$ cat src/rtl/swtl_pkg.sv
package swtl_pkg;

    ////////////////////////////////////////////////////////////////////////////
    // Clock and bit timing

    localparam int unsigned CLK_MHZ = 125;
    localparam int unsigned BIT_WIN_US = 125;
    localparam int unsigned BIT_CYC = BIT_WIN_US * CLK_MHZ;
    localparam int unsigned POWERUP_MS = 75;
    localparam int unsigned POWERUP_CYC = POWERUP_MS * 1000 * CLK_MHZ;

    ////////////////////////////////////////////////////////////////////////////
    // Duty cycles, high time in percent of the bit window

    localparam int unsigned PCT_FULL = 100;
    localparam int unsigned START_HIGH_PCT = 50;
    localparam int unsigned ONE_HIGH_PCT = 75;
    localparam int unsigned ZERO_HIGH_PCT = 25;

    ////////////////////////////////////////////////////////////////////////////
    // Update rates in millihertz and their periods in clock cycles

    localparam longint unsigned CLK_MILLI = 64'(CLK_MHZ) * 64'd1000000000;
    localparam longint unsigned RATE_250_MILLI = 250000;
    localparam longint unsigned RATE_10_MILLI = 10000;
    localparam longint unsigned RATE_1_MILLI = 1000;
    localparam longint unsigned RATE_0P1_MILLI = 100;
    localparam longint unsigned PERIOD_250_CYC = CLK_MILLI / RATE_250_MILLI;
    localparam longint unsigned PERIOD_10_CYC = CLK_MILLI / RATE_10_MILLI;
    localparam longint unsigned PERIOD_1_CYC = CLK_MILLI / RATE_1_MILLI;
    localparam longint unsigned PERIOD_0P1_CYC = CLK_MILLI / RATE_0P1_MILLI;

    localparam logic [1:0] RATE_SEL_250 = 2'h0;
    localparam logic [1:0] RATE_SEL_10 = 2'h1;
    localparam logic [1:0] RATE_SEL_1 = 2'h2;
    localparam logic [1:0] RATE_SEL_0P1 = 2'h3;

    ////////////////////////////////////////////////////////////////////////////
    // Widths and packet layout

    localparam int unsigned TMR_W = 32;
    localparam int unsigned WIN_W = 16;
    localparam int unsigned DATA_W = 14;
    localparam int unsigned BYTE_W = 8;
    localparam int unsigned WORD_W = 9;
    localparam int unsigned HI14_W = 6;
    localparam int unsigned HI11_W = 3;
    localparam logic [3:0] IDX_START = 4'h0;
    localparam logic [3:0] IDX_PARITY = 4'h9;
    localparam int unsigned FIFO_DEPTH = 2;

    typedef enum logic [2:0]
    {
        SWTL_IDLE = 3'h1,
        SWTL_BIT = 3'h2,
        SWTL_STOP = 3'h4
    } swtl_state_t;

endpackage

$ cat src/rtl/swtl_stream_if.sv
`timescale 1ns/1ns
interface swtl_stream_if;
    logic valid;
    logic ready;
    logic [swtl_pkg::DATA_W-1:0] data;

    modport src
    (
        output valid,
        output data,
        input ready
    );

    modport snk
    (
        input valid,
        input data,
        output ready
    );
endinterface

$ cat src/rtl/swtl_fifo.sv
`timescale 1ns/1ns
// Two-entry buffer; the input ready is registered so no path runs through it
module swtl_fifo
(
    // Clock and reset
    input wire logic i_mclk,
    input wire logic i_srst,
    // Streams
    swtl_stream_if.snk s_in,
    swtl_stream_if.src s_out
);

    logic [swtl_pkg::DATA_W-1:0] mem_reg [swtl_pkg::FIFO_DEPTH];
    logic wr_ptr_reg;
    logic rd_ptr_reg;
    logic [1:0] count_reg;
    logic [1:0] count_next;
    logic ready_reg;
    logic push;
    logic pop;

    assign push = s_in.valid && ready_reg;
    assign pop = s_out.valid && s_out.ready;
    assign count_next = count_reg + {1'b0, push} - {1'b0, pop};
    assign s_in.ready = ready_reg;
    assign s_out.valid = count_reg != 2'h0;
    assign s_out.data = mem_reg[rd_ptr_reg];

    always_ff @(posedge i_mclk)
    begin
        if (push)
            mem_reg[wr_ptr_reg] <= s_in.data;
    end

    always_ff @(posedge i_mclk)
    begin
        if (i_srst)
        begin
            wr_ptr_reg <= 1'b0;
            rd_ptr_reg <= 1'b0;
            count_reg <= 2'h0;
            ready_reg <= 1'b0;
        end
        else
        begin
            wr_ptr_reg <= wr_ptr_reg ^ push;
            rd_ptr_reg <= rd_ptr_reg ^ pop;
            count_reg <= count_next;
            ready_reg <= count_next != 2'(swtl_pkg::FIFO_DEPTH);
        end
    end

endmodule

$ cat src/rtl/swtl_top.sv
`timescale 1ns/1ns
module swtl_top
#(
    parameter int unsigned P_BIT_CYC = swtl_pkg::BIT_CYC,
    parameter int unsigned P_POWERUP_CYC = swtl_pkg::POWERUP_CYC,
    parameter longint unsigned P_PERIOD_250_CYC = swtl_pkg::PERIOD_250_CYC,
    parameter longint unsigned P_PERIOD_10_CYC = swtl_pkg::PERIOD_10_CYC,
    parameter longint unsigned P_PERIOD_1_CYC = swtl_pkg::PERIOD_1_CYC,
    parameter longint unsigned P_PERIOD_0P1_CYC = swtl_pkg::PERIOD_0P1_CYC
)
(
    // Clock and reset
    input wire logic i_mclk,
    input wire logic i_srst,
    // Calibration straps
    input wire logic i_res14,
    input wire logic i_rate_cal,
    input wire logic [1:0] i_rate_sel,
    // Reading stream from the converter
    input wire logic i_temp_valid,
    input wire logic [swtl_pkg::DATA_W-1:0] i_temp_data,
    output logic o_temp_ready,
    // Single wire, push-pull
    output logic o_wire,
    output logic o_wire_oe
);

    ////////////////////////////////////////////////////////////////////////////
    // Timing constants

    localparam logic [swtl_pkg::WIN_W-1:0] WIN_LAST = swtl_pkg::WIN_W'(P_BIT_CYC - 1);
    localparam logic [swtl_pkg::WIN_W-1:0] START_LOW = swtl_pkg::WIN_W'(P_BIT_CYC
        * (swtl_pkg::PCT_FULL - swtl_pkg::START_HIGH_PCT) / swtl_pkg::PCT_FULL);
    localparam logic [swtl_pkg::WIN_W-1:0] ONE_LOW = swtl_pkg::WIN_W'(P_BIT_CYC
        * (swtl_pkg::PCT_FULL - swtl_pkg::ONE_HIGH_PCT) / swtl_pkg::PCT_FULL);
    localparam logic [swtl_pkg::WIN_W-1:0] ZERO_LOW = swtl_pkg::WIN_W'(P_BIT_CYC
        * (swtl_pkg::PCT_FULL - swtl_pkg::ZERO_HIGH_PCT) / swtl_pkg::PCT_FULL);
    localparam logic [swtl_pkg::TMR_W-1:0] PWRUP_LOAD = swtl_pkg::TMR_W'(P_POWERUP_CYC - 1);
    localparam logic [swtl_pkg::TMR_W-1:0] LOAD_250 = swtl_pkg::TMR_W'(P_PERIOD_250_CYC - 1);
    localparam logic [swtl_pkg::TMR_W-1:0] LOAD_10 = swtl_pkg::TMR_W'(P_PERIOD_10_CYC - 1);
    localparam logic [swtl_pkg::TMR_W-1:0] LOAD_1 = swtl_pkg::TMR_W'(P_PERIOD_1_CYC - 1);
    localparam logic [swtl_pkg::TMR_W-1:0] LOAD_0P1 = swtl_pkg::TMR_W'(P_PERIOD_0P1_CYC - 1);

    ////////////////////////////////////////////////////////////////////////////
    // Declarations

    swtl_pkg::swtl_state_t state_reg;
    swtl_pkg::swtl_state_t state_next;
    logic strap_done_reg;
    logic res14_reg;
    logic [1:0] rate_reg;
    logic [swtl_pkg::TMR_W-1:0] tmr_reg;
    logic [swtl_pkg::TMR_W-1:0] tmr_load;
    logic [swtl_pkg::WIN_W-1:0] win_reg;
    logic [swtl_pkg::WIN_W-1:0] low_len;
    logic [3:0] idx_reg;
    logic pkt2_reg;
    logic [swtl_pkg::WORD_W-1:0] word_reg;
    logic [swtl_pkg::DATA_W-1:0] value_reg;
    logic wire_reg;
    logic tick;
    logic win_last;
    logic start_frame;
    logic [swtl_pkg::DATA_W-1:0] frame_val;
    logic [swtl_pkg::BYTE_W-1:0] hi_byte;
    logic [swtl_pkg::BYTE_W-1:0] lo_byte;
    logic [swtl_pkg::WORD_W-1:0] hi_word;
    logic [swtl_pkg::WORD_W-1:0] lo_word;
    logic wire_next;
    logic in_idle;
    logic in_bit;
    logic at_start;
    logic at_parity;
    logic bit_end;
    logic pkt_end;
    logic sel_250;
    logic sel_10;
    logic sel_1;

    swtl_stream_if s_in ();
    swtl_stream_if s_out ();

    ////////////////////////////////////////////////////////////////////////////
    // Reading buffer; it drains only at frame start, so a slow update rate
    // fills it and the converter sees ready fall

    assign s_in.valid = i_temp_valid;
    assign s_in.data = i_temp_data;
    assign o_temp_ready = s_in.ready;

    swtl_fifo u_fifo
    (
        .i_mclk(i_mclk),
        .i_srst(i_srst),
        .s_in(s_in),
        .s_out(s_out)
    );

    ////////////////////////////////////////////////////////////////////////////
    // Straps are caught once, on the first edge after reset release

    always_ff @(posedge i_mclk)
    begin
        if (i_srst)
        begin
            strap_done_reg <= 1'b0;
            res14_reg <= 1'b0;
            rate_reg <= swtl_pkg::RATE_SEL_10;
        end
        else if (!strap_done_reg)
        begin
            // Straps are never read again, so changing one needs a reset
            strap_done_reg <= 1'b1;
            res14_reg <= i_res14;
            if (i_rate_cal)
                rate_reg <= i_rate_sel;
            else if (i_res14)
                rate_reg <= swtl_pkg::RATE_SEL_1;
            else
                rate_reg <= swtl_pkg::RATE_SEL_10;
        end
    end

    ////////////////////////////////////////////////////////////////////////////
    // State and index decode

    assign in_idle = state_reg == swtl_pkg::SWTL_IDLE;
    assign in_bit = state_reg == swtl_pkg::SWTL_BIT;
    assign at_start = idx_reg == swtl_pkg::IDX_START;
    assign at_parity = idx_reg == swtl_pkg::IDX_PARITY;
    assign bit_end = in_bit && win_last;
    assign pkt_end = bit_end && at_parity;
    assign sel_250 = rate_reg == swtl_pkg::RATE_SEL_250;
    assign sel_10 = rate_reg == swtl_pkg::RATE_SEL_10;
    assign sel_1 = rate_reg == swtl_pkg::RATE_SEL_1;

    ////////////////////////////////////////////////////////////////////////////
    // Update timer; reset stands for power-up and arms the first-reading delay
    // A tick that lands mid-frame is dropped, so a period between half a frame
    // and a whole frame halves the update rate

    assign tmr_load = sel_250 ? LOAD_250 :
        sel_10 ? LOAD_10 :
        sel_1 ? LOAD_1 : LOAD_0P1;
    assign tick = tmr_reg == '0;

    always_ff @(posedge i_mclk)
    begin
        if (i_srst)
            tmr_reg <= PWRUP_LOAD;
        else if (tick)
            tmr_reg <= tmr_load;
        else
            tmr_reg <= tmr_reg - 1'b1;
    end

    ////////////////////////////////////////////////////////////////////////////
    // Frame assembly; with no fresh reading the last one is sent again

    assign start_frame = tick && in_idle;
    assign s_out.ready = start_frame;
    assign frame_val = s_out.valid ? s_out.data : value_reg;
    assign hi_byte = res14_reg ?
        swtl_pkg::BYTE_W'(frame_val[swtl_pkg::DATA_W-1:swtl_pkg::BYTE_W]) :
        swtl_pkg::BYTE_W'(frame_val[swtl_pkg::BYTE_W+swtl_pkg::HI11_W-1:swtl_pkg::BYTE_W]);
    assign lo_byte = value_reg[swtl_pkg::BYTE_W-1:0];
    // Pad zeros above the upper bits leave the parity unchanged
    assign hi_word = {hi_byte, ^hi_byte};
    assign lo_word = {lo_byte, ^lo_byte};

    ////////////////////////////////////////////////////////////////////////////
    // Bit window timing

    assign win_last = win_reg == WIN_LAST;
    assign low_len = at_start ? START_LOW :
        (word_reg[swtl_pkg::WORD_W-1] ? ONE_LOW : ZERO_LOW);
    // Low from count zero gives the falling edge at each bit window's opening; the stop window stays high
    assign wire_next = in_bit ? (win_reg >= low_len) : 1'b1;

    always_comb
    begin
        state_next = state_reg;
        case (state_reg)
            swtl_pkg::SWTL_IDLE:
            begin
                if (start_frame)
                    state_next = swtl_pkg::SWTL_BIT;
            end
            swtl_pkg::SWTL_BIT:
            begin
                if (pkt_end)
                    state_next = pkt2_reg ? swtl_pkg::SWTL_IDLE : swtl_pkg::SWTL_STOP;
            end
            swtl_pkg::SWTL_STOP:
            begin
                if (win_last)
                    state_next = swtl_pkg::SWTL_BIT;
            end
            default:
            begin
                state_next = swtl_pkg::SWTL_IDLE;
            end
        endcase
    end

    always_ff @(posedge i_mclk)
    begin
        if (i_srst)
            state_reg <= swtl_pkg::SWTL_IDLE;
        else
            state_reg <= state_next;
    end

    always_ff @(posedge i_mclk)
    begin
        // Runs through the stop window as well; idle parks it at zero
        if (i_srst || in_idle || win_last)
            win_reg <= '0;
        else
            win_reg <= win_reg + 1'b1;
    end

    ////////////////////////////////////////////////////////////////////////////
    // Packet sequencing: start, eight data bits MSB first, parity

    always_ff @(posedge i_mclk)
    begin
        if (i_srst)
        begin
            idx_reg <= swtl_pkg::IDX_START;
            pkt2_reg <= 1'b0;
            word_reg <= '0;
            value_reg <= '0;
        end
        else if (start_frame)
        begin
            idx_reg <= swtl_pkg::IDX_START;
            pkt2_reg <= 1'b0;
            word_reg <= hi_word;
            value_reg <= frame_val;
        end
        else if (bit_end)
        begin
            if (at_parity)
            begin
                idx_reg <= swtl_pkg::IDX_START;
                pkt2_reg <= 1'b1;
                word_reg <= lo_word;
            end
            else
            begin
                idx_reg <= idx_reg + 1'b1;
                // The start window carries no data, so d7 stays on top through it
                if (!at_start)
                    word_reg <= {word_reg[swtl_pkg::WORD_W-2:0], 1'b0};
            end
        end
    end

    ////////////////////////////////////////////////////////////////////////////
    // Wire driver; push-pull, so the enable holds high after reset

    always_ff @(posedge i_mclk)
    begin
        if (i_srst)
        begin
            wire_reg <= 1'b1;
            o_wire_oe <= 1'b0;
        end
        else
        begin
            wire_reg <= wire_next;
            o_wire_oe <= 1'b1;
        end
    end

    assign o_wire = wire_reg;

endmodule

$ cat config.mk
export PLATFORM = sky130hd
export DESIGN_NAME = swtl_top
export DESIGN_NICKNAME = d
export VERILOG_FILES = /design/src/rtl/swtl_pkg.sv /design/src/rtl/swtl_stream_if.sv /design/src/rtl/swtl_fifo.sv /design/src/rtl/swtl_top.sv
export SDC_FILE = /design/constraint.sdc
export NUM_CORES = 1
export LEC_CHECK = 0
export CORE_ASPECT_RATIO = 0.6
export CORE_MARGIN = 2
export CORE_UTILIZATION = 34
export DETAILED_ROUTE_END_ITERATION = 12
export DONT_BUFFER_PORTS = 1
export SLEW_MARGIN = 20
export SYNTH_ARGS = -nofsm -noshare
export SYNTH_HDL_FRONTEND = slang
export SYNTH_SLANG_ARGS = --single-unit
$ cat constraint.sdc
create_clock -name i_mclk -period 3.6 [get_ports i_mclk]
set_input_delay 0.36 -clock i_mclk [delete_from_list [all_inputs] [get_ports i_mclk]]
set_output_delay 0.36 -clock i_mclk [all_outputs]
set_load 0.05 [all_outputs]
Yosys cells after proc, flatten, opt, wreduce, memory -nomap -nowiden
Memories as Yosys holds them, arrays and structs flattened. A register that Yosys moved wholly into a read port is not among the register bits.
Cells that the tools add are included.

word-level totals
  register bits = 89
  bits in writable memories = 28
  input port bits = 21
  output and inout port bits = 3
  logic and storage cells = 82
  memories = 1

operators by class
  $add $sub $neg = 5
  order comparisons = 1
  eq/ne operators = 12
  mux-type cells = 24
  bitwise logic cells = 3
  reduce and logical (&&, ||, !) cells = 20

memory list
  name            words  bits a word  rd ports  clocked after memory_dff  wr ports  RTL line         RTL
  u_fifo.mem_reg  2      14           1         1                         1         swtl_fifo.sv:13  logic [swtl_pkg::DATA_W-1:0] mem_reg [swtl_pkg::FIFO_DEPTH];

operators with widths
  kind                                                   number
  two-way mux 31 bit                                     3
  two-way mux 14 bit                                     3
  two-way mux 9 bit                                      4
  logical NOT 32 bit                                     1
  two-way mux 32 bit                                     1
  subtractor 32 x 1 -> 32 bit, second input constant     1
  adder 16 x 1 -> 16 bit, second input constant          1
  == test 16 x 14 -> 1 bit, second input constant        1
  greater-or-equal comparator 16 x 14 -> 1 bit           1
  parity 8 bit                                           2
  two-way mux 3 bit                                      4
  case mux 3 bit (3 select lines)                        1
  two-way mux 6 bit                                      1
  AND reduction 2 bit                                    3
  logical AND 1 bit                                      5
  adder 4 x 1 -> 4 bit, second input constant            1
  == test 4 bit, second input constant                   1
  logical NOT 4 bit                                      1
  two-way mux 1 bit                                      4
  two-way mux 2 bit                                      2
  two-way mux 4 bit                                      1
  inequality test 2 x 1 -> 1 bit, second input constant  2
  inequality test 2 bit, second input constant           2
  nonzero test 2 bit                                     2
  other kinds (14)                                       17

Depth between registers and ports, before layout
Gate-level depths: netlist of the first run.

  depth after elaboration = 5
  depth in mapped cells = 14
  depth with buffers taken out = 13

Hierarchy
From an unflattened synthesis of the first run, not the netlist that was laid out.

unflattened totals
  cell total of the unflattened synthesis = 573
  area, all modules = 5509.0 um^2

modules (own cells, without submodules)
  module     times used  cells each  area each (um^2)  seq. area each (um^2)
  swtl_top   1           506         4265.3            1681.6
  swtl_fifo  1           67          1243.7            940.9

Worst setup path before layout of the first run
No wires, ideal clock.

  path kind = register to register
  start point = reg tmr_reg[24] in the netlist's numbering
  end point = reg u_fifo.ready_reg, in the netlist u_fifo.s_in.ready
  library setup time = 0.128 ns
  arrival time = 3.128 ns
  path slack = 0.344 ns
  cell stages (with the launch flop) = 14
  buffers on the path = 1
  clock period less this slack = 3.256 ns
  path through = dfxtp_1 > or4_4 > or4_4 > nor4_4 > nand2_1 > nor2_2 > buf_2 > ha_1 > inv_1 > ha_1 > xor2_1 > xnor2_1 > nor2_1 > nor2_1

between the ends
  word-level cells in the longest chain between the ends = 5

ends and longest elaborated chain
  element                    RTL line         RTL
  start: declaration         swtl_top.sv:52   logic [swtl_pkg::TMR_W-1:0] tmr_reg;
  start signal: assignment   swtl_top.sv:152  tmr_reg <= tmr_load;
  start signal: assignment   swtl_top.sv:154  tmr_reg <= tmr_reg - 1'b1;
  logical NOT 32 bit         swtl_top.sv:145  assign tick = tmr_reg == '0;
  logical AND 1 bit          swtl_top.sv:160  assign start_frame = tick && in_idle;
  logical AND 1 bit          swtl_fifo.sv:23  assign pop = s_out.valid && s_out.ready;
  net u_fifo.pop             swtl_fifo.sv:20  logic pop;
  subtractor 2 x 1 -> 2 bit  swtl_fifo.sv:24  assign count_next = count_reg + {1'b0, push} - {1'b0, pop};
  inequality test 2 bit      swtl_fifo.sv:49  ready_reg <= count_next != 2'(swtl_pkg::FIFO_DEPTH);
  end signal: assignment     swtl_fifo.sv:49
  end: declaration           swtl_fifo.sv:18  logic ready_reg;

The timed path passes the listed nets, and every way through them passes these cells.
A chain may end at the register's enable or synchronous reset.

Worst setup path in the final report of the first run
  start point = reg tmr_reg[24] in the netlist's numbering
  end point = reg word_reg[0] in the netlist's numbering

between the ends
  word-level cells in the longest chain between the ends = 4
  elaborated cells between the ends (all ways) = 6

ends and longest elaborated chain
  element                                                                                RTL line         RTL
  logical NOT 32 bit *                                                                   swtl_top.sv:145
  logical AND 1 bit *                                                                    swtl_top.sv:160
  inequality test 3 x 1 -> 1 bit (no line) / nonzero test 2 bit (equally long branches)  --
  AND reduction 2 bit (no line)                                                          --
  end signal: assignment                                                                 swtl_top.sv:239  word_reg <= hi_word;
  end signal: assignment                                                                 swtl_top.sv:248  word_reg <= lo_word;
  end signal: assignment                                                                 swtl_top.sv:255  word_reg <= {word_reg[swtl_pkg::WORD_W-2:0], 1'b0};
  end: declaration                                                                       swtl_top.sv:58   logic [swtl_pkg::WORD_W-1:0] word_reg;

Every way passes the cells marked *; elsewhere a longest branch is shown, timed or not.

==> metrics.csv, run 1 <==
stage,metric,value,unit
status,status,completed,
floorplan,die_w,167,um
pwr,power_density,505,nW/um^2
clock_network,cts_resized,0,
setup_path,path_cells,"or4_4, or4_4, or4_4, nor4b_4, nor2_2, a32oi_1, a21oi_1",
placed_design,dp_hpwl,8220,um
timing,hold_violations,0,
timing,tns,0,ns
floorplan,rows,35,
synth,seq_area_frac_synth,0.483,
placed_design,io_buffer_count,0,
setup_path,critPathSlowestCell,or4_4,
synth,synthDistinctLibCells,50,
timing,maxSlewHeadroom,0.534,
global_route,grt_max_degree,43,
routing,drt-initial-drc-count,260,
synth,synth_most_common_cell,dfxtp_1,
layout,final_util,0.404,
timing,period_needed,3.14,ns
placed_design,pre_cts_ws,0.482,ns
global_route,grt_overflow_total,0,
synth,syn_inst,559,
layout,largest_register_ffs,32,
synth,yosysTopAreaCell,dfxtp_1,
routing,drtPass1Iterations,5,
synth,ys_ff_latch,117,
layout,synthToLayoutAreaGrowth,15.2,%
layout,fin_area,6250,sq um
routing,antenna_left,0,
floorplan,initial_core_util,0.351,
synth,ys.flop_type,dfxtp_1,
setup_path,endpoint_kind,flop,
placed_design,postPlaceCellArea,5650,sq um
layout,diodes,0,
pwr,total_leakage_power,2.18,nW
timing,finClkSkew,0.00806,ns
timing,max_freq,318,MHz
global_route,grt_pass1_wl,19500,um
global_route,grt_pass1_vias,3868,
setup_path,r2r_setup_slack,0.46,ns
layout,final_layout_size_suffix_gt1_frac,0.0879,
global_route,antenna_found_initial,0,
clock_network,hold_buffers,1,
clock_network,post_cts_buffers,0,
placed_design,gp_congestion,0.788,
layout,fin_nets,611,
floorplan,io_pins,24,
setup_path,cp.required,3.90,ns
synth,ys_top_cells_by_count,"89 x dfxtp_1, 66 x nor2_1, 56 x nand2_1",
synth,syn_area,5430,sq um
synth,synth-edff-count,28,
timing,worst_pin_slew,0.698,ns
setup_path,cp_max_fo,23,
timing,slew_violations,0,
timing,rsz0062_at_grt,false,
clock_network,cts_tree,done,
pwr,peakVddDrop,0.287,mV
setup_path,criticalPathCategory,reg -> reg,
clock_network,root_buffer,clkbuf_16,
clock_network,clk_latency,0.42,ns
setup_path,crit_top_cell,or4_4,
hold_path,hp-class,in -> reg,
routing,drc,0,
clock_network,numCtsBuffers,17,
clock_network,clockBufferDepth,2,
timing,finalSetupViolCount,0,
routing,drt-total-wl,11500,um
synth,synth_nets,603,
job,drv_cap,0,
synth,synth_top_area_frac,0.328,
clock_network,h-tree-depth,4,
setup_path,cp-start-kind,flop,
floorplan,core,15500,sq um
setup_path,worst_path_largest_cell_delay,0.71,ns
synth,async_flop_share,0,
floorplan,die_h,102,um
routing,wl_per_cell,14.7,um
routing,route.vias.total,3975,
setup_path,cp.arrival,3.45,ns
clock_network,cts.clk_slew.worst_paths,0.06,ns
routing,viasPerCell,5.08,
global_route,grt_use_total,0.145,
timing,timing.final.ws_setup,0.457,ns
synth,synthTopCellsByArea,"dfxtp_1 33%, edfxtp_1 15%, ha_1 5.3%",
synth,yosysWarnings,0,
synth,avgSynthCellArea,9.71,sq um
floorplan,dieArea,17000,sq um
timing,period_share,0.873,
clock_network,cts_sinks,117,
## metrics by stage
stage | total power [mW] | hold WS, ns | cells
finish | 3.16 | 0.0256 | 783
global placement | 1.49 | 0.397 | 750
floorplan | 1.48 | 0.385 | 559
detailed placement | 1.49 | 0.429 | 750
global route | 3.27 | 0.00478 | 783
CTS | 3.19 | 0.00782 | 783
## path summary, 6_finish.rpt
check	startpoint	end	depth (start not counted)
max	tmr_reg[24]	word_reg[0]	7
max reg2reg	tmr_reg[24]	word_reg[0]	7
min reg2reg	tmr_reg[0]	tmr_reg[0]	1
min	i_srst	tmr_reg[30]	1
## placed cells by master (no fill, tap or decap), types with 10 or more instances in the layout
| cell | Yosys | final |
|---|---|---|
| mux2i_1 | 22 | 22 |
| ha_1 | 23 | 23 |
| inv_1 | 14 | 14 |
| nor4_1 | 10 | 10 |
| clkbuf_16 | 0 | 17 |
| xor2_1 | 25 | 25 |
| nand2_1 | 56 | 56 |
| nor3_1 | 14 | 14 |
| nand3_1 | 11 | 11 |
| dfxtp_1 | 89 | 89 |
| a211oi_1 | 17 | 17 |
| a21oi_1 | 32 | 32 |
| edfxtp_1 | 28 | 28 |
| nor2_1 | 66 | 66 |
| xnor2_1 | 24 | 24 |
| o21ai_0 | 30 | 30 |
| or3_1 | 14 | 14 |
## critical path: cells and delay by family (launching register included)
family	cells	cell delay [ns]
and+or+nand+nor	5	2.43
DFF	1	0.35
AOI/OAI and AO/OA	2	0.25
## kinds of logic (layout without fill, tap and decap cells)
kind of cell | after synthesis | after routing | share of synthesized area
simple gates | 215 | 215 | 0.200
flops | 117 | 117 | 0.483
compound gates | 96 | 96 | 0.104
xor+xnor | 51 | 51 | 0.0876
buf+inv | 31 | 52 | 0.0224
mux | 26 | 26 | 0.0489
fa+ha+maj | 23 | 23 | 0.0530
## where the power goes
part	leakage, nW	switching (mW)	internal, mW
Clock	0.287	0.654	1.04
Sequential	0.977	0.0189	1.37
Combinational	0.919	0.0485	0.0303
## per-layer routing
| layer | GRT usage | vias up | part of all wire |
|---|---|---|---|
| met5 | 0 | - | 0 |
| met4 | 0.0497 | 0 | 0.0091 |
| met3 | 0.0492 | 10 | 0.064 |
| met2 | 0.201 | 91 | 0.39 |
| met1 | 0.210 | 1869 | 0.54 |
| li1 | - | 2005 | - |
## final cells by class
cell class,instances,area (sq um)
clock buffers,17,425
repair buffers,6,47.5
clock inverters,15,168
well taps,203,254
flip-flops and latches,117,2620
inverters,14,52.6
multi-input cells,411,2680
fillers,1460,9210
No activity file was read; power rests on OpenSTA's default activity.
==> inputs of run 2 (changes only) <==
Settings changed: ABC_AREA set to 1.
Clock period 3.6 ns to 2.8 ns, I/O delays scaled along.
==> metrics.csv, run 2 <==
stage,metric,value,unit,change
pwr,total_leakage_power,3.03,nW,+39%
synth,ys_ff_latch,117,,unchanged
synth,seq_area_frac_synth,0.431,,-0.0527
layout,fin_area,7090,sq um,+13%
synth,synth_nets,833,,+38%
setup_path,cp_max_fo,6,,-74%
placed_design,gp_congestion,0.879,,+11%
timing,max_freq,400,MHz,+26%
layout,layout_commonest_cell,nand2_1,,
pwr,p_seq_frac,0.417,,-0.023
layout,final_util,0.410,,+0.00523
layout,mostFrequentLayoutCells,"170 x nand2_1, 97 x nor2_1, 91 x inv_1, 89 x dfxtp_1, 53 x nand3_1",,
setup_path,endpoint_kind,flop,,
timing,rsz0062_at_grt,false,,
floorplan,dieArea,19000,sq um,+12%
synth,synth_most_common_cell,nand2_1,,
layout,synthToLayoutAreaGrowth,16.5,%,
synth,async_flop_share,0,,unchanged
synth,yosysTopAreaCell,dfxtp_1,,
synth,ys.flop_type,dfxtp_1,,
timing,worst_pin_slew,0.795,ns,+0.0964 ns
setup_path,path_cells,"inv_1, ha_1, inv_1, nor2_1, nand4_1, nor2_1, nand3_1, nor2_1, inv_1, nor2_1, ha_1, inv_1, ha_1, xnor2_1, a21oi_1",,
global_route,grt_pass1_wl,23600,um,+21%
clock_network,clk_latency,0.41,ns,about the same
floorplan,core,17300,sq um,+12%
placed_design,io_buffer_count,0,,unchanged
routing,route.vias.total,5054,,+27%
setup_path,reg2reg_from,tmr_reg[0],,
clock_network,cts_tree,done,,
setup_path,worst_path_largest_cell_delay,0.31,ns,-0.40 ns
hold_path,min_delay_path_depth,3,,+2
placed_design,dp_hpwl,10100,um,+22%
pwr,power_switching,1.14,mW,+57%
synth,syn_area,6090,sq um,+12%
pwr,peakVddDrop,0.376,mV,+31%
clock_network,h-tree-depth,4,,unchanged
global_route,grt_overflow_total,0,,unchanged
hold_path,hp-class,in -> reg,,
synth,synthTopCellsByArea,"dfxtp_1 29%, edfxtp_1 14%, nand2_1 10%",,
routing,drtPass1Iterations,5,,unchanged
clock_network,numCtsBuffers,17,,unchanged
layout,fin_nets,858,,+40%
pwr,power_density,614,nW/um^2,+22%
routing,drt-total-wl,13900,um,+21%
layout,fillers,1754,,+20%
clock_network,clockBufferDepth,2,,unchanged
layout,final_layout_size_suffix_gt1_frac,0.0979,,+0.0100
hold_path,hp-start,i_srst,,
synth,synth-edff-count,28,,unchanged
floorplan,die_h,108,um,+5.7%
setup_path,cp.required,3.06,ns,-0.84 ns
floorplan,rows,37,,+5.7%
layout,diodes,0,,unchanged
clock_network,root_buffer,clkbuf_16,,
timing,slew_violations,0,,unchanged
routing,drt-initial-drc-count,393,,+51%
setup_path,cp.arrival,2.75,ns,-0.70 ns
global_route,antenna_found_initial,0,,unchanged
floorplan,die_w,177,um,+5.8%
timing,maxSlewHeadroom,0.468,,-0.0654
pwr,p_comb_frac,0.066,,+0.041
routing,drc,0,,unchanged
timing,period_needed,2.50,ns,-0.644 ns
routing,viasPerCell,4.76,,-6.2%
timing,hold_violations,0,,unchanged
setup_path,critPathSlowestCell,dfxtp_1,,
clock_network,cts_sinks,117,,unchanged
timing,finClkSkew,0.0134,ns,+0.00538 ns
routing,wl_per_cell,13.1,um,-11%
placed_design,postPlaceCellArea,6340,sq um,+12%
setup_path,r2r_setup_slack,0.30,ns,-0.16 ns
synth,syn_inst,789,,+41%
setup_path,worst-path-buf-inv,4,,+4
global_route,grt_max_degree,35,,-19%
timing,tns,0,ns,unchanged
synth,yosysWarnings,0,,unchanged
layout,largest_register_ffs,32,,unchanged
global_route,grt_use_total,0.157,,+0.0120
layout,area.sequential,2620,sq um,unchanged
timing,finalSetupViolCount,0,,unchanged
setup_path,r2r_cells,15,,+8
setup_path,cp-start-kind,flop,,
pwr,clockPowerShare,0.517,,-0.018
synth,ys_top_cells_by_count,"170 x nand2_1, 97 x nor2_1, 91 x inv_1",,
floorplan,initial_core_util,0.352,,+0.000762
routing,antenna_left,0,,unchanged
global_route,grt_pass1_vias,4698,,+21%
setup_path,r2r-end,u_fifo.s_in.ready,,
job,drv_cap,0,,unchanged
layout,multiInputGateArea,3010,sq um,+12%
hold_path,holdPathEnd,rate_reg[1],,
timing,period_share,0.893,,+0.0195
pwr,internal-power,3.22,mW,+32%
setup_path,criticalPathCategory,reg -> reg,,
status,status,completed,,
floorplan,io_pins,24,,unchanged
pwr,swShare,0.261,,+0.0319
clock_network,cts.clk_slew.worst_paths,0.06,ns,about the same
synth,synthDistinctLibCells,50,,unchanged
synth,synth_top_area_frac,0.293,,-0.0358
setup_path,worst_path_dominant_cell_family,simple AND/OR/NAND/NOR gates,,
synth,avgSynthCellArea,7.72,sq um,-20%
[run 2: cell types whose count changed after synthesis, moves of 10 or more]
| cell | previous run | this run |
|---|---|---|
| nand3_1 | 11 | 53 |
| a211oi_1 | 17 | 2 |
| or3_1 | 14 | 0 |
| nor2_1 | 66 | 97 |
| clkbuf_1 | 15 | 3 |
| a21oi_1 | 32 | 42 |
| inv_1 | 14 | 91 |
| nand2_1 | 56 | 170 |
| xnor2_1 | 24 | 12 |
| nand4_1 | 4 | 14 |
| mux2i_1 | 22 | 2 |
[run 2: power by group through the flow]
| stage | clock network (mW) | registers (mW) | logic, mW |
|---|---|---|---|
| 3_3_place_gp | 0 | 1.85 | 0.261 |
| 5_1_grt | 2.38 | 1.82 | 0.337 |
| 4_1_cts | 2.29 | 1.81 | 0.289 |
| 6_report | 2.25 | 1.82 | 0.289 |
| 2_1_floorplan | 0 | 1.85 | 0.207 |
| 3_5_place_dp | 0 | 1.85 | 0.263 |
[run 2: worst register-to-register path: stages (launching register included)]
cell	delay, ns
dfxtp_1	0.31
inv_1	0.12
ha_1	0.20
inv_1	0.05
nor2_1	0.08
nand4_1	0.08
nor2_1	0.16
nand3_1	0.23
nor2_1	0.25
inv_1	0.10
nor2_1	0.10
ha_1	0.23
inv_1	0.06
ha_1	0.15
xnor2_1	0.14
a21oi_1	0.09
[run 2: kinds of logic (layout without fill, tap and decap cells)]
family / count (synthesis) / count (layout) / synth area share
flip-flops: 117 / 117 / 0.431
adder cells (fa/ha/maj): 23 / 23 / 0.0473
buffers and inverters: 113 / 151 / 0.0748
AO/OA/AOI/OAI: 106 / 106 / 0.0974
XOR/XNOR: 30 / 30 / 0.0431
multiplexers: 2 / 2 / 0.00329
AND/OR/NAND/NOR: 398 / 398 / 0.303
[run 2: how the worst max path moves through the flow]
stage | end | slack, ns | from | cells past startpoint
after global placement | u_fifo.s_in.ready | 0.44 | tmr_reg[0] | 15
after global routing | u_fifo.count_reg[1] | 0.006 | tmr_reg[0] | 16
final | u_fifo.s_in.ready | 0.30 | tmr_reg[0] | 15
after floorplan | u_fifo.s_in.ready | 0.70 | tmr_reg[0] | 15
after detailed placement | u_fifo.s_in.ready | 0.35 | tmr_reg[0] | 15
after CTS | u_fifo.s_in.ready | 0.31 | tmr_reg[0] | 15
[run 2: cell type report]
type,instances,area share
Timing Repair Buffer,20,0.0265
Tap cell,234,0.0413
Clock buffer,17,0.0600
Sequential cell,117,0.370
Inverter,99,0.0524
Multi-Input combinational cell,559,0.425
Clock inverter,15,0.0254
[run 2: metal layers]
layer	wire length, um	part of all wire	global-route usage	up-vias
li1	-	-	-	2638
met1	7830	0.56	0.250	2272
met2	5050	0.36	0.202	134
met3	887	0.064	0.0417	10
met4	112	0.0081	0.0407	0
met5	0	0	0	-
[run 2: stage by stage]
step	power [mW]	hold WS, ns	setup slack [ns]	instances
floorplan	2.05	0.366	0.700	789
global placement	2.11	0.356	0.443	1014
detailed placement	2.12	0.356	0.346	1014
CTS	4.40	0.00395	0.309	1061
global route	4.53	0.0584	0.00593	1061
finish	4.36	0.0284	0.301	1061
[run 2: timing repair]
| item | 4_1_cts | 5_1_grt |
|---|---|---|
| setup buffers | 0 | 0 |
| hold buffers | 15 | 0 |
| hold endpoints to repair | 44 | 0 |
| gates resized for setup | 0 | 0 |
